`src/rtl/cpm_pkg.sv`:
```
package cpm_pkg;

  // ----------------------------------------------------------------
  // Clock and timing
  // ----------------------------------------------------------------
  localparam int unsigned CLK_FREQ_HZ = 100_000_000;
  localparam int unsigned CYC_PER_MS = CLK_FREQ_HZ / 1000;
  localparam int unsigned T_PRESENT_MS = 200;
  localparam int unsigned T_ABSENT_MS = 3000;
  localparam int unsigned T_PW_IDLE_MS = 15000;
  localparam int unsigned T_PW_DCHG_MS = 2000;
  localparam int unsigned T_DCHG_L_MS = 500;
  localparam int unsigned T_DCHG_S_MS = 100;
  localparam int unsigned T_BC_DCHG_MS = 100;
  localparam int unsigned T_1V2_MS = 100;
  localparam int unsigned T_DIV2_TEST_MS = 1000;

  // ----------------------------------------------------------------
  // Register map
  // ----------------------------------------------------------------
  localparam logic [7:0] REG_CTRL_OFF = 8'h00;
  localparam logic [7:0] REG_STATUS_OFF = 8'h04;
  localparam logic CTRL_HID_HOLD_RST = 1'b0;
  localparam int unsigned CTRL_HID_HOLD_BIT = 0;
  localparam int unsigned ST_MODE_LSB = 0;
  localparam int unsigned ST_BIAS_LSB = 4;
  localparam int unsigned ST_LIMIT_LSB = 8;
  localparam int unsigned ST_SWITCH_BIT = 12;
  localparam int unsigned ST_DCHG_BIT = 13;
  localparam int unsigned ST_PRESENT_BIT = 14;
  localparam int unsigned ST_AUTO_LSB = 16;
  localparam logic [2:0] HSIZE_WORD = 3'h2;

  // ----------------------------------------------------------------
  // Enumerations
  // ----------------------------------------------------------------
  typedef enum logic [2:0] {
    MD_DISCH = 3'h0, MD_AUTO = 3'h1, MD_STANDARD_PORT_MODE_ONE = 3'h2, MD_SHORT = 3'h3,
    MD_DIV1 = 3'h4, MD_STANDARD_PORT_MODE_TWO = 3'h5, MD_CDP = 3'h6
  } cpm_mode_t;

  typedef enum logic [2:0] {
    BI_NONE = 3'h0, BI_DIV1 = 3'h1, BI_DIV2 = 3'h2, BI_1V2 = 3'h3,
    BI_SHORT = 3'h4
  } cpm_bias_t;

  typedef enum logic [1:0] {
    LIM_LO = 2'h0, LIM_HI = 2'h1, LIM_PW = 2'h2, LIM_NONE = 2'h3
  } cpm_lim_t;

  typedef enum logic [1:0] {
    LD_OFF = 2'h0, LD_PW = 2'h1, LD_NPW = 2'h2, LD_CDP = 2'h3
  } cpm_ld_t;

  typedef enum logic [2:0] {
    AU_DIV1 = 3'h0, AU_DIV2_TEST = 3'h1, AU_DIV2 = 3'h2,
    AU_BC_DCHG = 3'h3, AU_1V2 = 3'h4, AU_BC12 = 3'h5
  } cpm_auto_t;

  typedef enum logic [1:0] {
    PW_HIGH = 2'h0, PW_LOW = 2'h1, PW_DCHG = 2'h2
  } cpm_pw_t;

  // Select code is {select_a, select_b, select_c}.
  function automatic cpm_mode_t cpm_decode(input logic [2:0] sel,
                                           input logic lim);
    cpm_mode_t m;
    m = MD_DISCH;
    unique case (sel)
      3'h0: m = MD_DISCH;
      3'h1, 3'h3: m = MD_AUTO;
      3'h2, 3'h6: m = MD_STANDARD_PORT_MODE_ONE;
      3'h4: m = MD_SHORT;
      3'h5: m = MD_DIV1;
      3'h7: m = lim ? MD_CDP : MD_STANDARD_PORT_MODE_TWO;
    endcase
    return m;
  endfunction : cpm_decode

  function automatic cpm_ld_t cpm_ld_decode(input logic [2:0] sel,
                                            input logic lim);
    cpm_ld_t l;
    l = LD_OFF;
    if (lim) begin
      if (sel == 3'h1) l = LD_PW;
      else if (sel == 3'h3) l = LD_NPW;
      else if (sel == 3'h7) l = LD_CDP;
    end
    return l;
  endfunction : cpm_ld_decode

endpackage : cpm_pkg

```
`src/rtl/cpm_ld_if.sv`:
```
`timescale 1ns/1ns
interface cpm_ld_if;
  import cpm_pkg::*;
  cpm_ld_t ld_mode;
  logic over_lo60;
  logic under_lo10;
  logic under_45;
  logic at_limit;
  logic primary_det;
  logic present;
  logic pw_internal;
  logic pw_dchg;
  modport ctl (output ld_mode, over_lo60, under_lo10, under_45, at_limit,
               primary_det, input present, pw_internal, pw_dchg);
  modport det (input ld_mode, over_lo60, under_lo10, under_45, at_limit,
               primary_det, output present, pw_internal, pw_dchg);
endinterface : cpm_ld_if

```
`src/rtl/cpm_load_detect.sv`:
```
`timescale 1ns/1ns
module cpm_load_detect
  import cpm_pkg::*;
#(
  parameter int unsigned PRES_CYC = T_PRESENT_MS * CYC_PER_MS,
  parameter int unsigned ABS_CYC = T_ABSENT_MS * CYC_PER_MS,
  parameter int unsigned PW_IDLE_CYC = T_PW_IDLE_MS * CYC_PER_MS,
  parameter int unsigned PW_DCHG_CYC = T_PW_DCHG_MS * CYC_PER_MS
) (
  input wire logic core_clk,
  input wire logic rst,
  cpm_ld_if.det ld
);

  typedef struct packed {
    logic present;
    cpm_pw_t pw_st;
    logic [31:0] cnt;
  } cpm_ld_st_t;

  cpm_ld_st_t s_r;
  cpm_ld_st_t s_nxt;

  // ----------------------------------------------------------------
  // Qualification timers
  // ----------------------------------------------------------------
  // One shared counter restarts whenever its condition drops.
  always_comb begin
    s_nxt = s_r;
    s_nxt.cnt = 32'h0;
    unique case (ld.ld_mode)
      LD_OFF: begin
        s_nxt.present = 1'b0;
        s_nxt.pw_st = PW_HIGH;
      end
      LD_NPW, LD_CDP: begin
        s_nxt.pw_st = PW_HIGH;
        if (!s_r.present && ld.over_lo60) begin
          s_nxt.cnt = s_r.cnt + 32'h1;
          if (s_r.cnt == PRES_CYC - 1) begin
            s_nxt.present = 1'b1;
            s_nxt.cnt = 32'h0;
          end
        end else if (s_r.present && ld.under_lo10) begin
          s_nxt.cnt = s_r.cnt + 32'h1;
          if (s_r.cnt == ABS_CYC - 1) begin
            s_nxt.present = 1'b0;
            s_nxt.cnt = 32'h0;
          end
        end
        if (ld.ld_mode == LD_CDP && ld.primary_det) begin
          s_nxt.present = 1'b1;
        end
      end
      LD_PW: begin
        unique case (s_r.pw_st)
          PW_HIGH: begin
            if (ld.under_45) begin
              s_nxt.cnt = s_r.cnt + 32'h1;
              if (s_r.cnt == PW_IDLE_CYC - 1) begin
                s_nxt.pw_st = PW_LOW;
                s_nxt.present = 1'b0;
                s_nxt.cnt = 32'h0;
              end
            end
          end
          PW_LOW: begin
            if (ld.at_limit) begin
              s_nxt.pw_st = PW_DCHG;
              s_nxt.present = 1'b1;
            end
          end
          PW_DCHG: begin
            s_nxt.cnt = s_r.cnt + 32'h1;
            if (s_r.cnt == PW_DCHG_CYC - 1) begin
              s_nxt.pw_st = PW_HIGH;
              s_nxt.cnt = 32'h0;
            end
          end
          default: s_nxt.pw_st = PW_HIGH;
        endcase
      end
    endcase
  end

  always_ff @(posedge core_clk or posedge rst) begin
    if (rst) begin
      s_r <= '{present: 1'b0, pw_st: PW_HIGH, cnt: 32'h0};
    end else begin
      s_r <= s_nxt;
    end
  end

  assign ld.present = s_r.present;
  assign ld.pw_internal = (s_r.pw_st == PW_LOW);
  assign ld.pw_dchg = (s_r.pw_st == PW_DCHG);

endmodule : cpm_load_detect

```
`src/rtl/cpm_charge_port.sv`:
```
// The AHB-Lite slave port and the address map were left to the implementer.
`timescale 1ns/1ns
// Function
// - Auto: divider one, shorted attach, discharge, 1.2V, BC1.2
// - BC1.2 held until data line released
// - Divider-one device keeps divider one scheme
// - Over 750 mA tries divider two, keeps or reverts
// - Data switches close only CDP/SDP with enable
// - Switches open: enable low, code 000, DCP
// - CDP handshaking keeps data switches closed
// - Switches open during any output discharge
// - Follow select pins unless HID hold active
// - Code 000 discharge; 010/110 standard port one
// - Codes 001/011 auto, high limit, load detect with limit pin high
// - Code 100 forced shorted, chosen limit, no load
// - Code 101 forced divider one, chosen limit
// - Code 1111 CDP, high limit, load detect
// - Code 1110 low limit, no discharge to CDP
// - Power-wake auto swaps internal and high limit
// - Load present after above low+60 for 200 ms
// - Load absent after below low+10 for 3 s
// - Below 45 mA for 15 s: internal limit
// - Power wake limit hit: present, 2 s discharge
module cpm_charge_port
  import cpm_pkg::*;
#(
  parameter int unsigned DCHG_L_CYC = T_DCHG_L_MS * CYC_PER_MS,
  parameter int unsigned DCHG_S_CYC = T_DCHG_S_MS * CYC_PER_MS,
  parameter int unsigned BC_DCHG_CYC = T_BC_DCHG_MS * CYC_PER_MS,
  parameter int unsigned V1P2_CYC = T_1V2_MS * CYC_PER_MS,
  parameter int unsigned DIV2_TEST_CYC = T_DIV2_TEST_MS * CYC_PER_MS,
  parameter int unsigned PRES_CYC = T_PRESENT_MS * CYC_PER_MS,
  parameter int unsigned ABS_CYC = T_ABSENT_MS * CYC_PER_MS,
  parameter int unsigned PW_IDLE_CYC = T_PW_IDLE_MS * CYC_PER_MS,
  parameter int unsigned PW_DCHG_CYC = T_PW_DCHG_MS * CYC_PER_MS
) (
  input wire logic core_clk,
  input wire logic rst,
  input wire logic charge_mode_select_a,
  input wire logic charge_mode_select_b,
  input wire logic charge_mode_select_c,
  input wire logic limit_choice_pin,
  input wire logic port_enable,
  input wire logic shorted_dev_attach,
  input wire logic data_line_released,
  input wire logic curr_over_750ma,
  input wire logic curr_over_lo_plus60,
  input wire logic curr_under_lo_plus10,
  input wire logic curr_under_45ma,
  input wire logic at_internal_limit,
  input wire logic bc12_primary_det,
  output logic data_switch_on,
  output logic out_discharge,
  output logic [2:0] bias_scheme,
  output logic [1:0] current_limit_sel,
  output logic load_present_n,
  input wire logic hsel,
  input wire logic [31:0] haddr,
  input wire logic [1:0] htrans,
  input wire logic hwrite,
  input wire logic [2:0] hsize,
  input wire logic [31:0] hwdata,
  input wire logic hready,
  output logic hreadyout,
  output logic [31:0] hrdata,
  output logic hresp
);

  localparam int unsigned PIN_W = 13;

  typedef struct packed {
    logic [PIN_W-1:0] sync1;
    logic [PIN_W-1:0] sync2;
    logic hid_hold;
    cpm_mode_t mode;
    cpm_auto_t auto_st;
    logic [31:0] auto_cnt;
    logic [31:0] dchg_cnt;
    logic wr_pend;
    logic [7:0] wr_addr;
    logic data_sw;
    logic out_dchg;
    cpm_bias_t bias;
    cpm_lim_t limit;
    logic present_n;
    logic [31:0] rdata;
  } cpm_top_st_t;

  cpm_top_st_t s_r;
  cpm_top_st_t s_nxt;
  cpm_ld_if ld_bus ();

  // ----------------------------------------------------------------
  // Synchronised pin view
  // ----------------------------------------------------------------
  logic [2:0] sel;
  logic lim_pin;
  logic en_pin;
  logic shorted_att;
  logic released;
  logic over750;
  cpm_mode_t target;
  logic [31:0] status_word;
  logic bus_take;
  logic any_dchg;

  assign sel = s_r.sync2[12:10];
  assign lim_pin = s_r.sync2[9];
  assign en_pin = s_r.sync2[8];
  assign shorted_att = s_r.sync2[7];
  assign released = s_r.sync2[6];
  assign over750 = s_r.sync2[5];
  assign target = cpm_decode(sel, lim_pin);

  assign ld_bus.ld_mode = (s_r.mode == target) ?
                          cpm_ld_decode(sel, lim_pin) : LD_OFF;
  assign ld_bus.over_lo60 = s_r.sync2[4];
  assign ld_bus.under_lo10 = s_r.sync2[3];
  assign ld_bus.under_45 = s_r.sync2[2];
  assign ld_bus.at_limit = s_r.sync2[1];
  assign ld_bus.primary_det = s_r.sync2[0];

  cpm_load_detect #(
    .PRES_CYC(PRES_CYC),
    .ABS_CYC(ABS_CYC),
    .PW_IDLE_CYC(PW_IDLE_CYC),
    .PW_DCHG_CYC(PW_DCHG_CYC)
  ) u_ld (
    .core_clk(core_clk),
    .rst(rst),
    .ld(ld_bus.det)
  );

  // ----------------------------------------------------------------
  // Status and bus decode
  // ----------------------------------------------------------------
  always_comb begin
    status_word = 32'h0;
    status_word[ST_MODE_LSB +: 3] = s_r.mode;
    status_word[ST_BIAS_LSB +: 3] = s_r.bias;
    status_word[ST_LIMIT_LSB +: 2] = s_r.limit;
    status_word[ST_SWITCH_BIT] = s_r.data_sw;
    status_word[ST_DCHG_BIT] = s_r.out_dchg;
    status_word[ST_PRESENT_BIT] = ~s_r.present_n;
    status_word[ST_AUTO_LSB +: 3] = s_r.auto_st;
  end

  assign bus_take = hsel && hready && htrans[1];

  // ----------------------------------------------------------------
  // Next state
  // ----------------------------------------------------------------
  always_comb begin
    s_nxt = s_r;
    s_nxt.sync1 = {charge_mode_select_a, charge_mode_select_b,
                   charge_mode_select_c, limit_choice_pin, port_enable,
                   shorted_dev_attach, data_line_released, curr_over_750ma,
                   curr_over_lo_plus60, curr_under_lo_plus10,
                   curr_under_45ma, at_internal_limit, bc12_primary_det};
    s_nxt.sync2 = s_r.sync1;

    // Writes land in the data phase.
    s_nxt.wr_pend = 1'b0;
    if (s_r.wr_pend && s_r.wr_addr == REG_CTRL_OFF) begin
      s_nxt.hid_hold = hwdata[CTRL_HID_HOLD_BIT];
    end
    if (bus_take) begin
      s_nxt.wr_pend = hwrite && hsize == HSIZE_WORD &&
                      haddr[31:8] == 24'h0;
      s_nxt.wr_addr = haddr[7:0];
      s_nxt.rdata = 32'h0;
      if (!hwrite && haddr[31:8] == 24'h0) begin
        if (haddr[7:0] == REG_CTRL_OFF) begin
          s_nxt.rdata[CTRL_HID_HOLD_BIT] = s_r.hid_hold;
        end else if (haddr[7:0] == REG_STATUS_OFF) begin
          s_nxt.rdata = status_word;
        end
      end
    end

    // A reported HID freezes the mode.
    if (s_r.dchg_cnt != 32'h0) begin
      s_nxt.dchg_cnt = s_r.dchg_cnt - 32'h1;
    end
    if (target != s_r.mode && !s_r.hid_hold) begin
      s_nxt.mode = target;
      s_nxt.auto_st = AU_DIV1;
      s_nxt.auto_cnt = 32'h0;
      if ((s_r.mode == MD_STANDARD_PORT_MODE_TWO && target == MD_CDP) ||
          (s_r.mode == MD_CDP && target == MD_STANDARD_PORT_MODE_TWO)) begin
        s_nxt.dchg_cnt = s_r.dchg_cnt;
      end else if (target == MD_AUTO) begin
        s_nxt.dchg_cnt = DCHG_L_CYC;
      end else if (target != MD_DISCH) begin
        s_nxt.dchg_cnt = DCHG_S_CYC;
      end
    end else if (s_r.mode == MD_AUTO && s_r.dchg_cnt == 32'h0) begin
      s_nxt.auto_cnt = s_r.auto_cnt + 32'h1;
      unique case (s_r.auto_st)
        AU_DIV1: begin
          s_nxt.auto_cnt = 32'h0;
          if (shorted_att) begin
            s_nxt.auto_st = AU_BC_DCHG;
          end else if (over750) begin
            s_nxt.auto_st = AU_DIV2_TEST;
          end else begin
            s_nxt.auto_st = AU_DIV1;
          end
        end
        AU_DIV2_TEST: begin
          if (s_r.auto_cnt == DIV2_TEST_CYC - 1) begin
            s_nxt.auto_cnt = 32'h0;
            s_nxt.auto_st = over750 ? AU_DIV2 : AU_DIV1;
          end
        end
        AU_DIV2: s_nxt.auto_cnt = 32'h0;
        AU_BC_DCHG: begin
          if (s_r.auto_cnt == BC_DCHG_CYC - 1) begin
            s_nxt.auto_cnt = 32'h0;
            s_nxt.auto_st = AU_1V2;
          end
        end
        AU_1V2: begin
          if (s_r.auto_cnt == V1P2_CYC - 1) begin
            s_nxt.auto_cnt = 32'h0;
            s_nxt.auto_st = AU_BC12;
          end
        end
        AU_BC12: begin
          s_nxt.auto_cnt = 32'h0;
          if (released) begin
            s_nxt.auto_st = AU_DIV1;
          end
        end
        default: s_nxt.auto_st = AU_DIV1;
      endcase
    end

    any_dchg = (s_nxt.mode == MD_DISCH) || (s_nxt.dchg_cnt != 32'h0) ||
               (s_nxt.mode == MD_AUTO && s_nxt.auto_st == AU_BC_DCHG) ||
               ld_bus.pw_dchg;
    s_nxt.out_dchg = any_dchg;
    // Current limiting never opens the switches.
    s_nxt.data_sw = en_pin && !any_dchg &&
                    (s_nxt.mode == MD_STANDARD_PORT_MODE_ONE || s_nxt.mode == MD_STANDARD_PORT_MODE_TWO ||
                     s_nxt.mode == MD_CDP);
    s_nxt.present_n = ~ld_bus.present;
    unique case (s_nxt.mode)
      MD_DISCH: begin
        s_nxt.bias = BI_NONE;
        s_nxt.limit = LIM_NONE;
        s_nxt.present_n = 1'b1;
      end
      MD_AUTO: begin
        unique case (s_nxt.auto_st)
          AU_DIV2_TEST, AU_DIV2: s_nxt.bias = BI_DIV2;
          AU_1V2: s_nxt.bias = BI_1V2;
          AU_BC12: s_nxt.bias = BI_SHORT;
          default: s_nxt.bias = BI_DIV1;
        endcase
        s_nxt.limit = ld_bus.pw_internal ? LIM_PW : LIM_HI;
      end
      MD_SHORT: begin
        s_nxt.bias = BI_SHORT;
        s_nxt.limit = lim_pin ? LIM_HI : LIM_LO;
        s_nxt.present_n = 1'b1;
      end
      MD_DIV1: begin
        s_nxt.bias = BI_DIV1;
        s_nxt.limit = lim_pin ? LIM_HI : LIM_LO;
        s_nxt.present_n = 1'b1;
      end
      MD_STANDARD_PORT_MODE_ONE: begin
        s_nxt.bias = BI_NONE;
        s_nxt.limit = lim_pin ? LIM_HI : LIM_LO;
        s_nxt.present_n = 1'b1;
      end
      MD_STANDARD_PORT_MODE_TWO: begin
        s_nxt.bias = BI_NONE;
        s_nxt.limit = LIM_LO;
        s_nxt.present_n = 1'b1;
      end
      MD_CDP: begin
        s_nxt.bias = BI_NONE;
        s_nxt.limit = LIM_HI;
      end
      default: begin
        s_nxt.bias = BI_NONE;
        s_nxt.limit = LIM_NONE;
      end
    endcase
  end

  // ----------------------------------------------------------------
  // State register
  // ----------------------------------------------------------------
  // Reset mirrors power-on: output held in discharge, switches open.
  always_ff @(posedge core_clk or posedge rst) begin
    if (rst) begin
      s_r <= '{sync1: '0, sync2: '0, hid_hold: CTRL_HID_HOLD_RST,
               mode: MD_DISCH, auto_st: AU_DIV1, auto_cnt: 32'h0,
               dchg_cnt: 32'h0, wr_pend: 1'b0, wr_addr: 8'h00,
               data_sw: 1'b0, out_dchg: 1'b1, bias: BI_NONE,
               limit: LIM_NONE, present_n: 1'b1, rdata: 32'h0};
    end else begin
      s_r <= s_nxt;
    end
  end

  always_ff @(posedge core_clk or posedge rst) begin
    if (rst) begin
      hreadyout <= 1'b0;
      hresp <= 1'b0;
    end else begin
      hreadyout <= 1'b1;
      hresp <= 1'b0;
    end
  end

  assign data_switch_on = s_r.data_sw;
  assign out_discharge = s_r.out_dchg;
  assign bias_scheme = s_r.bias;
  assign current_limit_sel = s_r.limit;
  assign load_present_n = s_r.present_n;
  assign hrdata = s_r.rdata;

endmodule : cpm_charge_port

```
`config.mk`:
```
export PLATFORM = sky130hd
export DESIGN_NAME = cpm_charge_port
export DESIGN_NICKNAME = d
export VERILOG_FILES = /design/src/rtl/cpm_pkg.sv /design/src/rtl/cpm_ld_if.sv /design/src/rtl/cpm_load_detect.sv /design/src/rtl/cpm_charge_port.sv
export SDC_FILE = /design/constraint.sdc
export NUM_CORES = 1
export LEC_CHECK = 0
export BUFFER_PORTS_ARGS = -buffer_cell sky130_fd_sc_hd__buf_2
export CAP_MARGIN = 20
export CORE_UTILIZATION = 40
export DETAILED_ROUTE_END_ITERATION = 16
export PLACE_DENSITY = 0.62
export REMOVE_ABC_BUFFERS = 1
export SETUP_SLACK_MARGIN = 0.4
export SYNTH_ARGS = -nofsm -noshare
export SYNTH_HDL_FRONTEND = slang
export SYNTH_SLANG_ARGS = --single-unit
export TNS_END_PERCENT = 20
```
`constraint.sdc`:
```
create_clock -name core_clk -period 4.89 [get_ports core_clk]
set_input_delay 0.2445 -clock core_clk [delete_from_list [all_inputs] [get_ports core_clk]]
set_output_delay 0.2445 -clock core_clk [all_outputs]
set_load 0.05 [all_outputs]
```
=== Word-level counts from Yosys, hierarchy flattened ===
Index checks and enable logic that the tools add are counted.
Widths: inputs -> output; s select.

* Add/subtract/negate cells: 3
* $mul: 0
* Divide/modulo/power cells: 0
* Order comparisons: 0
* Equal/unequal tests: 52
* Shift operators: 0
* Multiplexer cells: 52
* Bitwise logic cells: 2
* Reduce and logical (&&, ||, !) cells: 47

{| class="wikitable"
|+ Operator list
! cell !! number
|-
| $mux 32 || 10
|-
| $mux 35 || 7
|-
| $pmux 32 s2 || 2
|-
| $pmux 32 s4 || 1
|-
| $add 32x1->32 const B || 2
|-
| $reduce_bool 32->1 || 2
|-
| $eq 3x3->1 const B || 15
|-
| $pmux 3 s6 || 2
|-
| $mux 34 || 1
|-
| $eq 32x24->1 const B || 1
|-
| $eq 32x25->1 const B || 1
|-
| $eq 32x27->1 const B || 1
|-
| $eq 32x28->1 const B || 1
|-
| $eq 32x29->1 const B || 1
|-
| $eq 32x31->1 const B || 1
|-
| $logic_not 32->1 || 1
|-
| $sub 32x1->32 const B || 1
|-
| $mux 31 || 1
|-
| $pmux 5 s6 || 1
|-
| $eq 3x2->1 const B || 9
|-
| $logic_not 24->1 || 1
|-
| $mux 19 || 1
|-
| $eq 3x1->1 const B || 6
|-
| $mux 2 || 9
|-
| other kinds (29) || 78
|}

* Flip-flop bits (word level): 182
* Bits in latches: 0
* RAM bits: 0
* Bits in read-only memories: 0
* Bits of input ports: 87
* Output and inout bits: 42
* Logic and storage cells: 175
* Memories: 0

=== Logic depth before layout (Yosys ltp) ===
Gate-level depths: netlist of the first run.

* Word-level depth: 15
* Mapped depth: 12
* Depth with buffers taken out: 11

=== Hierarchy ===
A second synthesis of the first run with hierarchy kept.

* Cell total of the unflattened synthesis: 974
* Area, all modules: 8984.9 µm²

{| class="wikitable"
|+ Modules (own cells, without submodules)
! module !! instances !! cells each !! area an instance (µm²) !! seq. area each (µm²)
|-
| cpm_charge_port || 1 || 757 || 6998.0 || 3233.1
|-
| cpm_load_detect || 1 || 217 || 1986.9 || 875.8
|}

=== Worst setup path before layout of the first run ===
OpenSTA, ideal clock, no wires.

* Path type: register to register
* Start point: register s_r[49] in the netlist's numbering
* End point: register s_r, in the netlist out_discharge
* Setup time: 0.094 ns
* Data arrival time: 3.130 ns
* Data required time: 4.796 ns
* Slack: 1.666 ns
* Stages on the path, launching flop included: 13
* Buffers on the path: 1
* Period minus slack after synthesis: 3.224 ns
* Path through: dfrtp_1 inv_1 ha_1 nor4b_2 and3_2 dlygate4sd2_1 nand3_4 a311o_1 a32oi_1 o211ai_1 nor4_2 nand4_1 or4_1

* Word-level cells in the longest chain between the ends: 10
* Elaborated cells between the ends (all ways): 17
* Classes of those cells: 1 x add/sub; 1 x eq/ne; 7 x mux; 8 x reduce/logical

{| class="wikitable"
|+ Ends and longest elaborated chain
! item !! RTL line !! RTL
|-
| start, declared || cpm_charge_port.sv:89 || <nowiki>cpm_top_st_t s_r;</nowiki>
|-
| start signal, assigned || cpm_charge_port.sv:300 || <nowiki>s_r <= '{sync1: '0, sync2: '0, hid_hold: CTRL_HID_HOLD_RST,</nowiki>
|-
| start signal, assigned || cpm_charge_port.sv:306 || <nowiki>s_r <= s_nxt;</nowiki>
|-
| $sub 32x1->32 or $reduce_bool 32->1 (tied branches) || cpm_charge_port.sv:183, cpm_charge_port.sv:182 ||
|-
| $mux 32 || cpm_charge_port.sv:182 || <nowiki>if (s_r.dchg_cnt != 32'h0) begin</nowiki>
|-
| $mux 32 || cpm_charge_port.sv:194 || <nowiki>end else if (target != MD_DISCH) begin</nowiki>
|-
| $mux 32 || cpm_charge_port.sv:192 || <nowiki>end else if (target == MD_AUTO) begin</nowiki>
|-
| $mux 32 || cpm_charge_port.sv:189 || <nowiki>if ((s_r.mode == MD_STANDARD_PORT_MODE_TWO && target == MD_CDP) ||</nowiki>
|-
| $mux 32 || cpm_charge_port.sv:185 || <nowiki>if (target != s_r.mode && !s_r.hid_hold) begin</nowiki>
|-
| $reduce_bool 32->1 || cpm_charge_port.sv:239 || <nowiki>any_dchg = (s_nxt.mode == MD_DISCH) || (s_nxt.dchg_cnt != 32'h0) ||</nowiki>
|-
| $logic_or 1x1->1 || cpm_charge_port.sv:239 ||
|-
| $logic_or 1x1->1 (*) || cpm_charge_port.sv:239 ||
|-
| $logic_or 1x1->1 (*) || cpm_charge_port.sv:240 || <nowiki>(s_nxt.mode == MD_AUTO && s_nxt.auto_st == AU_BC_DCHG) ||</nowiki>
|-
| via any_dchg || cpm_charge_port.sv:105 || <nowiki>logic any_dchg;</nowiki>
|}

The timed path passes the listed nets; every way through them passes the cells marked *. The select of a mux whose other input is x is not followed.
A chain may end at the register's enable or synchronous reset.

==> flow_summary.ini, run 1 <==
[timing]
slew_headroom_pct = 30.3
finalWorstSetupSlack_ps = 1020
slew_violations = 0
rsz0062_at_grt = no
fin_hold_ws_ps = -15.7
setup_viol = 0
timing.final.crit_share_pct = 79.2
period_needed_ps = 3870
fin_tns_setup_ps = 0
fmax_mhz = 258
skew_ps = 10.4
hold_viol = 20
worstMarginPinSlew_ps = 1050

[critical_path]
arrival_ps = 4220
timing_worst_setup_path_type = flop to flop
crit_chain = nor2_1 -> o21ai_0 -> xnor2_1 -> a21oi_1 -> mux2i_1 -> inv_1 -> o311ai_0 -> nor4_2 -> nand4_1 -> or4_1
critPathBufInv = 1
cp_slowest_stage_delay_ps = 550
crit_fanout = 10
cpLargestDelayFamily = simple AND/OR/NAND/NOR gates
reg2reg_slack_ps = 1020
cp_slowest_cell = xnor2_1
start_kind = flop
critical_path_required_ps = 5230
critPathCaptureType = flop

[detailed_routing]
via_count = 7281
drt-initial-drc-count = 647
drt_wl_total_um = 21000
drc_errors = 0
detail_route.vias_per_cell = 5.52
first_pass_iters = 5
wl_per_cell_um = 15.9
ant_nets = 0

[floorplanning]
die_h_um = 151
ios = 129
num_rows = 54
initial_core_util_pct = 40.8
fp.dieArea_um2 = 22800
die_w_um = 151
core_area_um2 = 21800

[placement]
dp_cells = 1275
dp_hpwl_um = 14800
numPortBuffers = 77
place_ws_ps = 1130
gp_congestion = 0.911

[synthesis]
synth_seq_cells = 164
yosysWarnings = 0
netlist_area_um2 = 8900
ys.flop_type = dfrtp_1
synth_edf_count = 0
seq_area_frac_synth_pct = 46.2
synth_common_cells = dfrtp_1 (160), nand2_1 (113), nor2_1 (112)
synthTopCellsByArea = dfrtp_1 (45%), nand2_1 (4.8%), nor2_1 (4.7%)
synth.most_common_cell = dfrtp_1
synth_area_leader_cell = dfrtp_1
netlist.area_leader.share_pct = 45.0
avgSynthCellArea_um2 = 9.19
ys_types = 91
async_flop_share_pct = 100
netlist_instances = 968

[grt]
grt_first_pass_wirelength_um = 34600
grt-ovfl-total = 0
grt_use_total_pct = 19.4
grt_max_degree = 99
antenna_found_initial = 0
grt_pass1_vias = 6795

[layout]
num_antenna_cells = 0
syn2layout_area_growth_pct = 12.4
final.fill_count = 2080
multi_input_area_um2 = 4260
regArea_um2 = 4110
layout.nets = 1117
stdcell_count = 1320
drive_gt1_share_pct = 15.7

[cts]
clock_latency_ps = 440
cts_buffers = 17
root_buffer = clkbuf_16
clkTransAtPathRegs_ps = 60
cts_tree = yes
cts_sinks = 164
cts_buffer_depth = 2
htreeDepth = 4

[run_status]
violations = negative hold slack
status = finished, violations left

[power]
irDropWorstVdd_uv = 227
p_per_area_nw_per_um2 = 345
p_leak_nw = 4.13
p_total_w = 0.00345

[job]
cap_violations = 0

[worst_hold_path]
min_path_type = input pin to async pin
[through the flow]
step / util (%) / hold WS [ps] / area (um^2)
detailed placement: 42.4 / 335 / 9260
global placement: 42.4 / 333 / 9260
floorplan: - / 276 / 8450
global route: 45.9 / 46.4 / 10000
CTS: 45.9 / 21.2 / 10000
finish: 45.9 / -15.7 / 10000
[final timing paths]
path / startpoint / end / depth (start not counted)
setup / recovery: s_r[132] / out_discharge / 10
hold / removal: rst / s_nxt[123] / 2
setup reg to reg: s_r[132] / out_discharge / 10
hold reg to reg: s_nxt[126] / released / 0
max in group asynchronous: rst / s_r[80] / 3
min in group core_clk: hwdata[0] / s_r[119] / 2
[cell type report]
type,count,area share [%]
repair buffers,99,5.83
well taps,280,3.50
clock inverters,13,1.70
inverters,24,0.950
flip-flops and latches,164,41.1
multi-input cells,721,42.5
clock buffers,19,4.43
[cells in the final DEF (no fill, tap or decap), types with 7 or more instances in the layout]
master,n
clkbuf_16,17
o21ai_0,72
xnor2_1,23
nor2_1,111
buf_2,77
conb_1,20
and3_1,11
nor4b_1,7
o31ai_1,22
dlygate4sd3_1,13
a21oi_1,27
mux2_2,10
nand3_1,46
nand4_1,24
xor2_1,23
nor4_1,21
a21o_1,10
a31oi_1,9
buf_4,9
nor3_1,24
or4_1,12
dfrtp_1,160
nand2_1,113
and2_1,7
inv_1,23
a22o_1,11
[timing repair]
| action | CTS | global route |
|---|---|---|
| hold buffers | 13 | 0 |
| gates resized for setup | 0 | 0 |
| setup buffers | 0 | 0 |
| hold endpoints to repair | 13 | 0 |
[flip-flops by register name, summed over array words and instances (netlist names)]
signal	flops
s_r	84
u_ld.s_r	34
hrdata	14
s_nxt	13
bias_scheme	3
current_limit_sel	2
data_switch_on	1
en_pin	1
hreadyout	1
ld_bus.at_limit	1
ld_bus.over_lo60	1
ld_bus.primary_det	1
ld_bus.under_45	1
ld_bus.under_lo10	1
lim_pin	1
load_present_n	1
out_discharge	1
over750	1
released	1
u_ld.ld.present	1
[logic make-up after synthesis]
family | Yosys count | share of synthesized area (%)
AO/OA/AOI/OAI | 205 | 15.2
XOR/XNOR | 46 | 4.53
adder cells (fa/ha/maj) | 3 | 0.422
buffers and inverters | 101 | 6.79
flip-flops | 164 | 46.2
multiplexers | 14 | 1.72
other | 2 | 0.0844
AND/OR/NAND/NOR | 433 | 25.1
[report_power, final]
group | internal (W) | total [W] | switching [W]
combinational | 0.000195 | 0.000530 | 0.000334
clock | 0.000825 | 0.00139 | 0.000569
sequential | 0.00144 | 0.00153 | 0.0000935
total | 0.00246 | 0.00345 | 0.000997
[layer usage]
layer	up-vias	track usage (%)	routed length, um
met5	-	0	0
met4	0	6.75	355
met3	25	3.34	1170
met2	238	30.0	9580
met1	3485	27.2	9860
li1	3533	-	-
Power figures use the tool's default switching activity.
==> run 2, diff against run 1 <==
--- a/config.mk
+++ b/config.mk
@@ -9,7 +9,7 @@
 export CAP_MARGIN = 20
 export CORE_UTILIZATION = 40
 export DETAILED_ROUTE_END_ITERATION = 16
-export PLACE_DENSITY = 0.62
+export PLACE_DENSITY = 0.6
 export REMOVE_ABC_BUFFERS = 1
 export SETUP_SLACK_MARGIN = 0.4
 export SYNTH_ARGS = -nofsm -noshare
==> constraint.sdc (replaced) <==
create_clock -name core_clk -period 3.9 [get_ports core_clk]
set_input_delay 0.195 -clock core_clk [delete_from_list [all_inputs] [get_ports core_clk]]
set_output_delay 0.195 -clock core_clk [all_outputs]
set_load 0.05 [all_outputs]
==> flow_summary.ini, run 2 (synthesis results as in run 1) <==
[run_status]
status = finished, violations left
violations = negative hold slack

[detailed_routing]
drt-initial-drc-count = 546
ant_nets = 0
via_count = 7525
drt_wl_total_um = 21900
drc_errors = 0
wl_per_cell_um = 16.3
first_pass_iters = 7
detail_route.vias_per_cell = 5.59

[critical_path]
arrival_ps = 3720
timing_worst_setup_path_type = flop to flop
cp_slowest_stage_delay_ps = 620
r2r_start = s_r[69]
crit_fanout = 7
reg2reg_slack_ps = 520
start_kind = flop
cp_slowest_cell = or4_4
critPathCaptureType = flop
critical_path_required_ps = 4250
rr_endpoint = out_discharge
r2r_cells = 10
critPathBufInv = 1
crit_chain = or4_4 -> nor4_4 -> buf_4 -> nand3_4 -> a311o_1 -> a32oi_2 -> o211ai_1 -> nor4_2 -> nand4_1 -> or4_1
cpLargestDelayFamily = simple AND/OR/NAND/NOR gates

[cts]
htreeDepth = 4
root_buffer = clkbuf_16
cts_buffer_depth = 2
cts_sinks = 164
cts_buffers = 17
clock_latency_ps = 440
clkTransAtPathRegs_ps = 70
cts_tree = yes

[grt]
grt-ovfl-total = 0
grt_pass1_vias = 6888
grt_first_pass_wirelength_um = 35700
use_met2_pct = 31.0
antenna_found_initial = 0
met1_usage_pct = 28.5
grt.busiest_layer = met2
grt_max_degree = 104
grt_use_met3_pct = 3.31
grt_use_total_pct = 20.1

[placement]
gp_congestion = 0.921
dp_cells = 1286
place_ws_ps = 295
numPortBuffers = 77
dp_hpwl_um = 15300
placed_area_um2 = 9350

[floorplanning]
ios = 129
core_area_um2 = 21800
fp.dieArea_um2 = 22800
die_h_um = 151
die_w_um = 151
initial_core_util_pct = 40.8
num_rows = 54

[timing]
finalWorstSetupSlack_ps = 524
fin_tns_setup_ps = 0
period_needed_ps = 3380
slew_headroom_pct = 38.4
fmax_mhz = 296
hold_viol = 28
slew_violations = 0
fin_hold_ws_ps = -32.1
timing.final.crit_share_pct = 86.6
worstMarginPinSlew_ps = 924
setup_viol = 0
skew_ps = 14.9
rsz0062_at_grt = no

[job]
cap_violations = 0

[power]
irDropWorstVdd_uv = 291
p_per_area_nw_per_um2 = 419
p_leak_nw = 4.30
p_total_w = 0.00435

[layout]
drive_gt1_share_pct = 20.3
stdcell_count = 1347
mostFrequentLayoutCells = dfrtp_1 (154), nand2_1 (113), nor2_1 (108), buf_2 (77), o21ai_0 (71)
final.fill_count = 2066
largest_reg_flops = 84
post-route-cell-area_um2 = 10400
num_antenna_cells = 0
regMostFlops = s_r
syn2layout_area_growth_pct = 16.5
layout_commonest_cell = dfrtp_1
layout.nets = 1144

[worst_hold_path]
min_path_type = input pin to async pin
-- run 2: changes by cell type in the layout (fill, tap and decap cells not counted), moves of 4 or more --
cell,previous run,this run
buf_4,9,34
dfrtp_1,160,154
dfrtp_2,0,6
nor3_1,24,19
nor3_2,0,4
-- run 2: what timing repair did --
action                                  in CTS  in global routing
hold endpoints to repair                    14                  0
setup buffers                                0                 14
cloned                                       0                  0
hold buffers                                14                  0
gates resized for setup                      4                 31
pin swaps                                    0                 13
endpoints found under the setup margin       2                  2
-- run 2: report_power, final --
| group | internal [W] | switching, W | total, W |
|---|---|---|---|
| clock network | 0.000961 | 0.000740 | 0.00170 |
| logic | 0.000276 | 0.000448 | 0.000724 |
| registers | 0.00180 | 0.000124 | 0.00193 |
| total | 0.00304 | 0.00131 | 0.00435 |
-- run 2: worst max-delay path by stage --
stage / start / to / cells after the start
floorplan: rst / bias_scheme[0] / 1
global placement: s_r[131] / out_discharge / 8
detailed placement: s_r[131] / out_discharge / 8
CTS: s_r[69] / out_discharge / 10
global route: s_r[76] / out_discharge / 10
finish: s_r[69] / out_discharge / 10
-- run 2: per-layer routing --
layer	vias up	part of all wire, %
li1	3599	-
met1	3638	47
met2	244	46
met3	44	5.2
met4	0	2.1
met5	-	0
-- run 2: cell type report --
cell class                      count  area [um^2]  area share [%]
Multi-Input combinational cell    721         4410            42.5
Sequential cell                   164         4120            39.7
Timing Repair Buffer              126          808            7.79
Clock buffer                       17          425            4.10
Tap cell                          280          350            3.38
Clock inverter                     15          170            1.64
Inverter                           24         95.1           0.917
-- run 2: through the flow --
| step | hold slack (ps) | utilization, % |
|---|---|---|
| after global placement | 303 | 42.8 |
| after detailed placement | 304 | 42.8 |
| after CTS | 3.24 | 46.3 |
| final | -32.1 | 47.5 |
| after global routing | 9.57 | 47.5 |
| after floorplan | 226 | - |
-- run 2: worst register-to-register path, stage by stage, from the launching register on --
cell and delay, ps:
dfrtp_2 460, or4_4 620, nor4_4 210, buf_4 180, nand3_4 120, a311o_1 370
a32oi_2 280, o211ai_1 150, nor4_2 180, nand4_1 180, or4_1 550
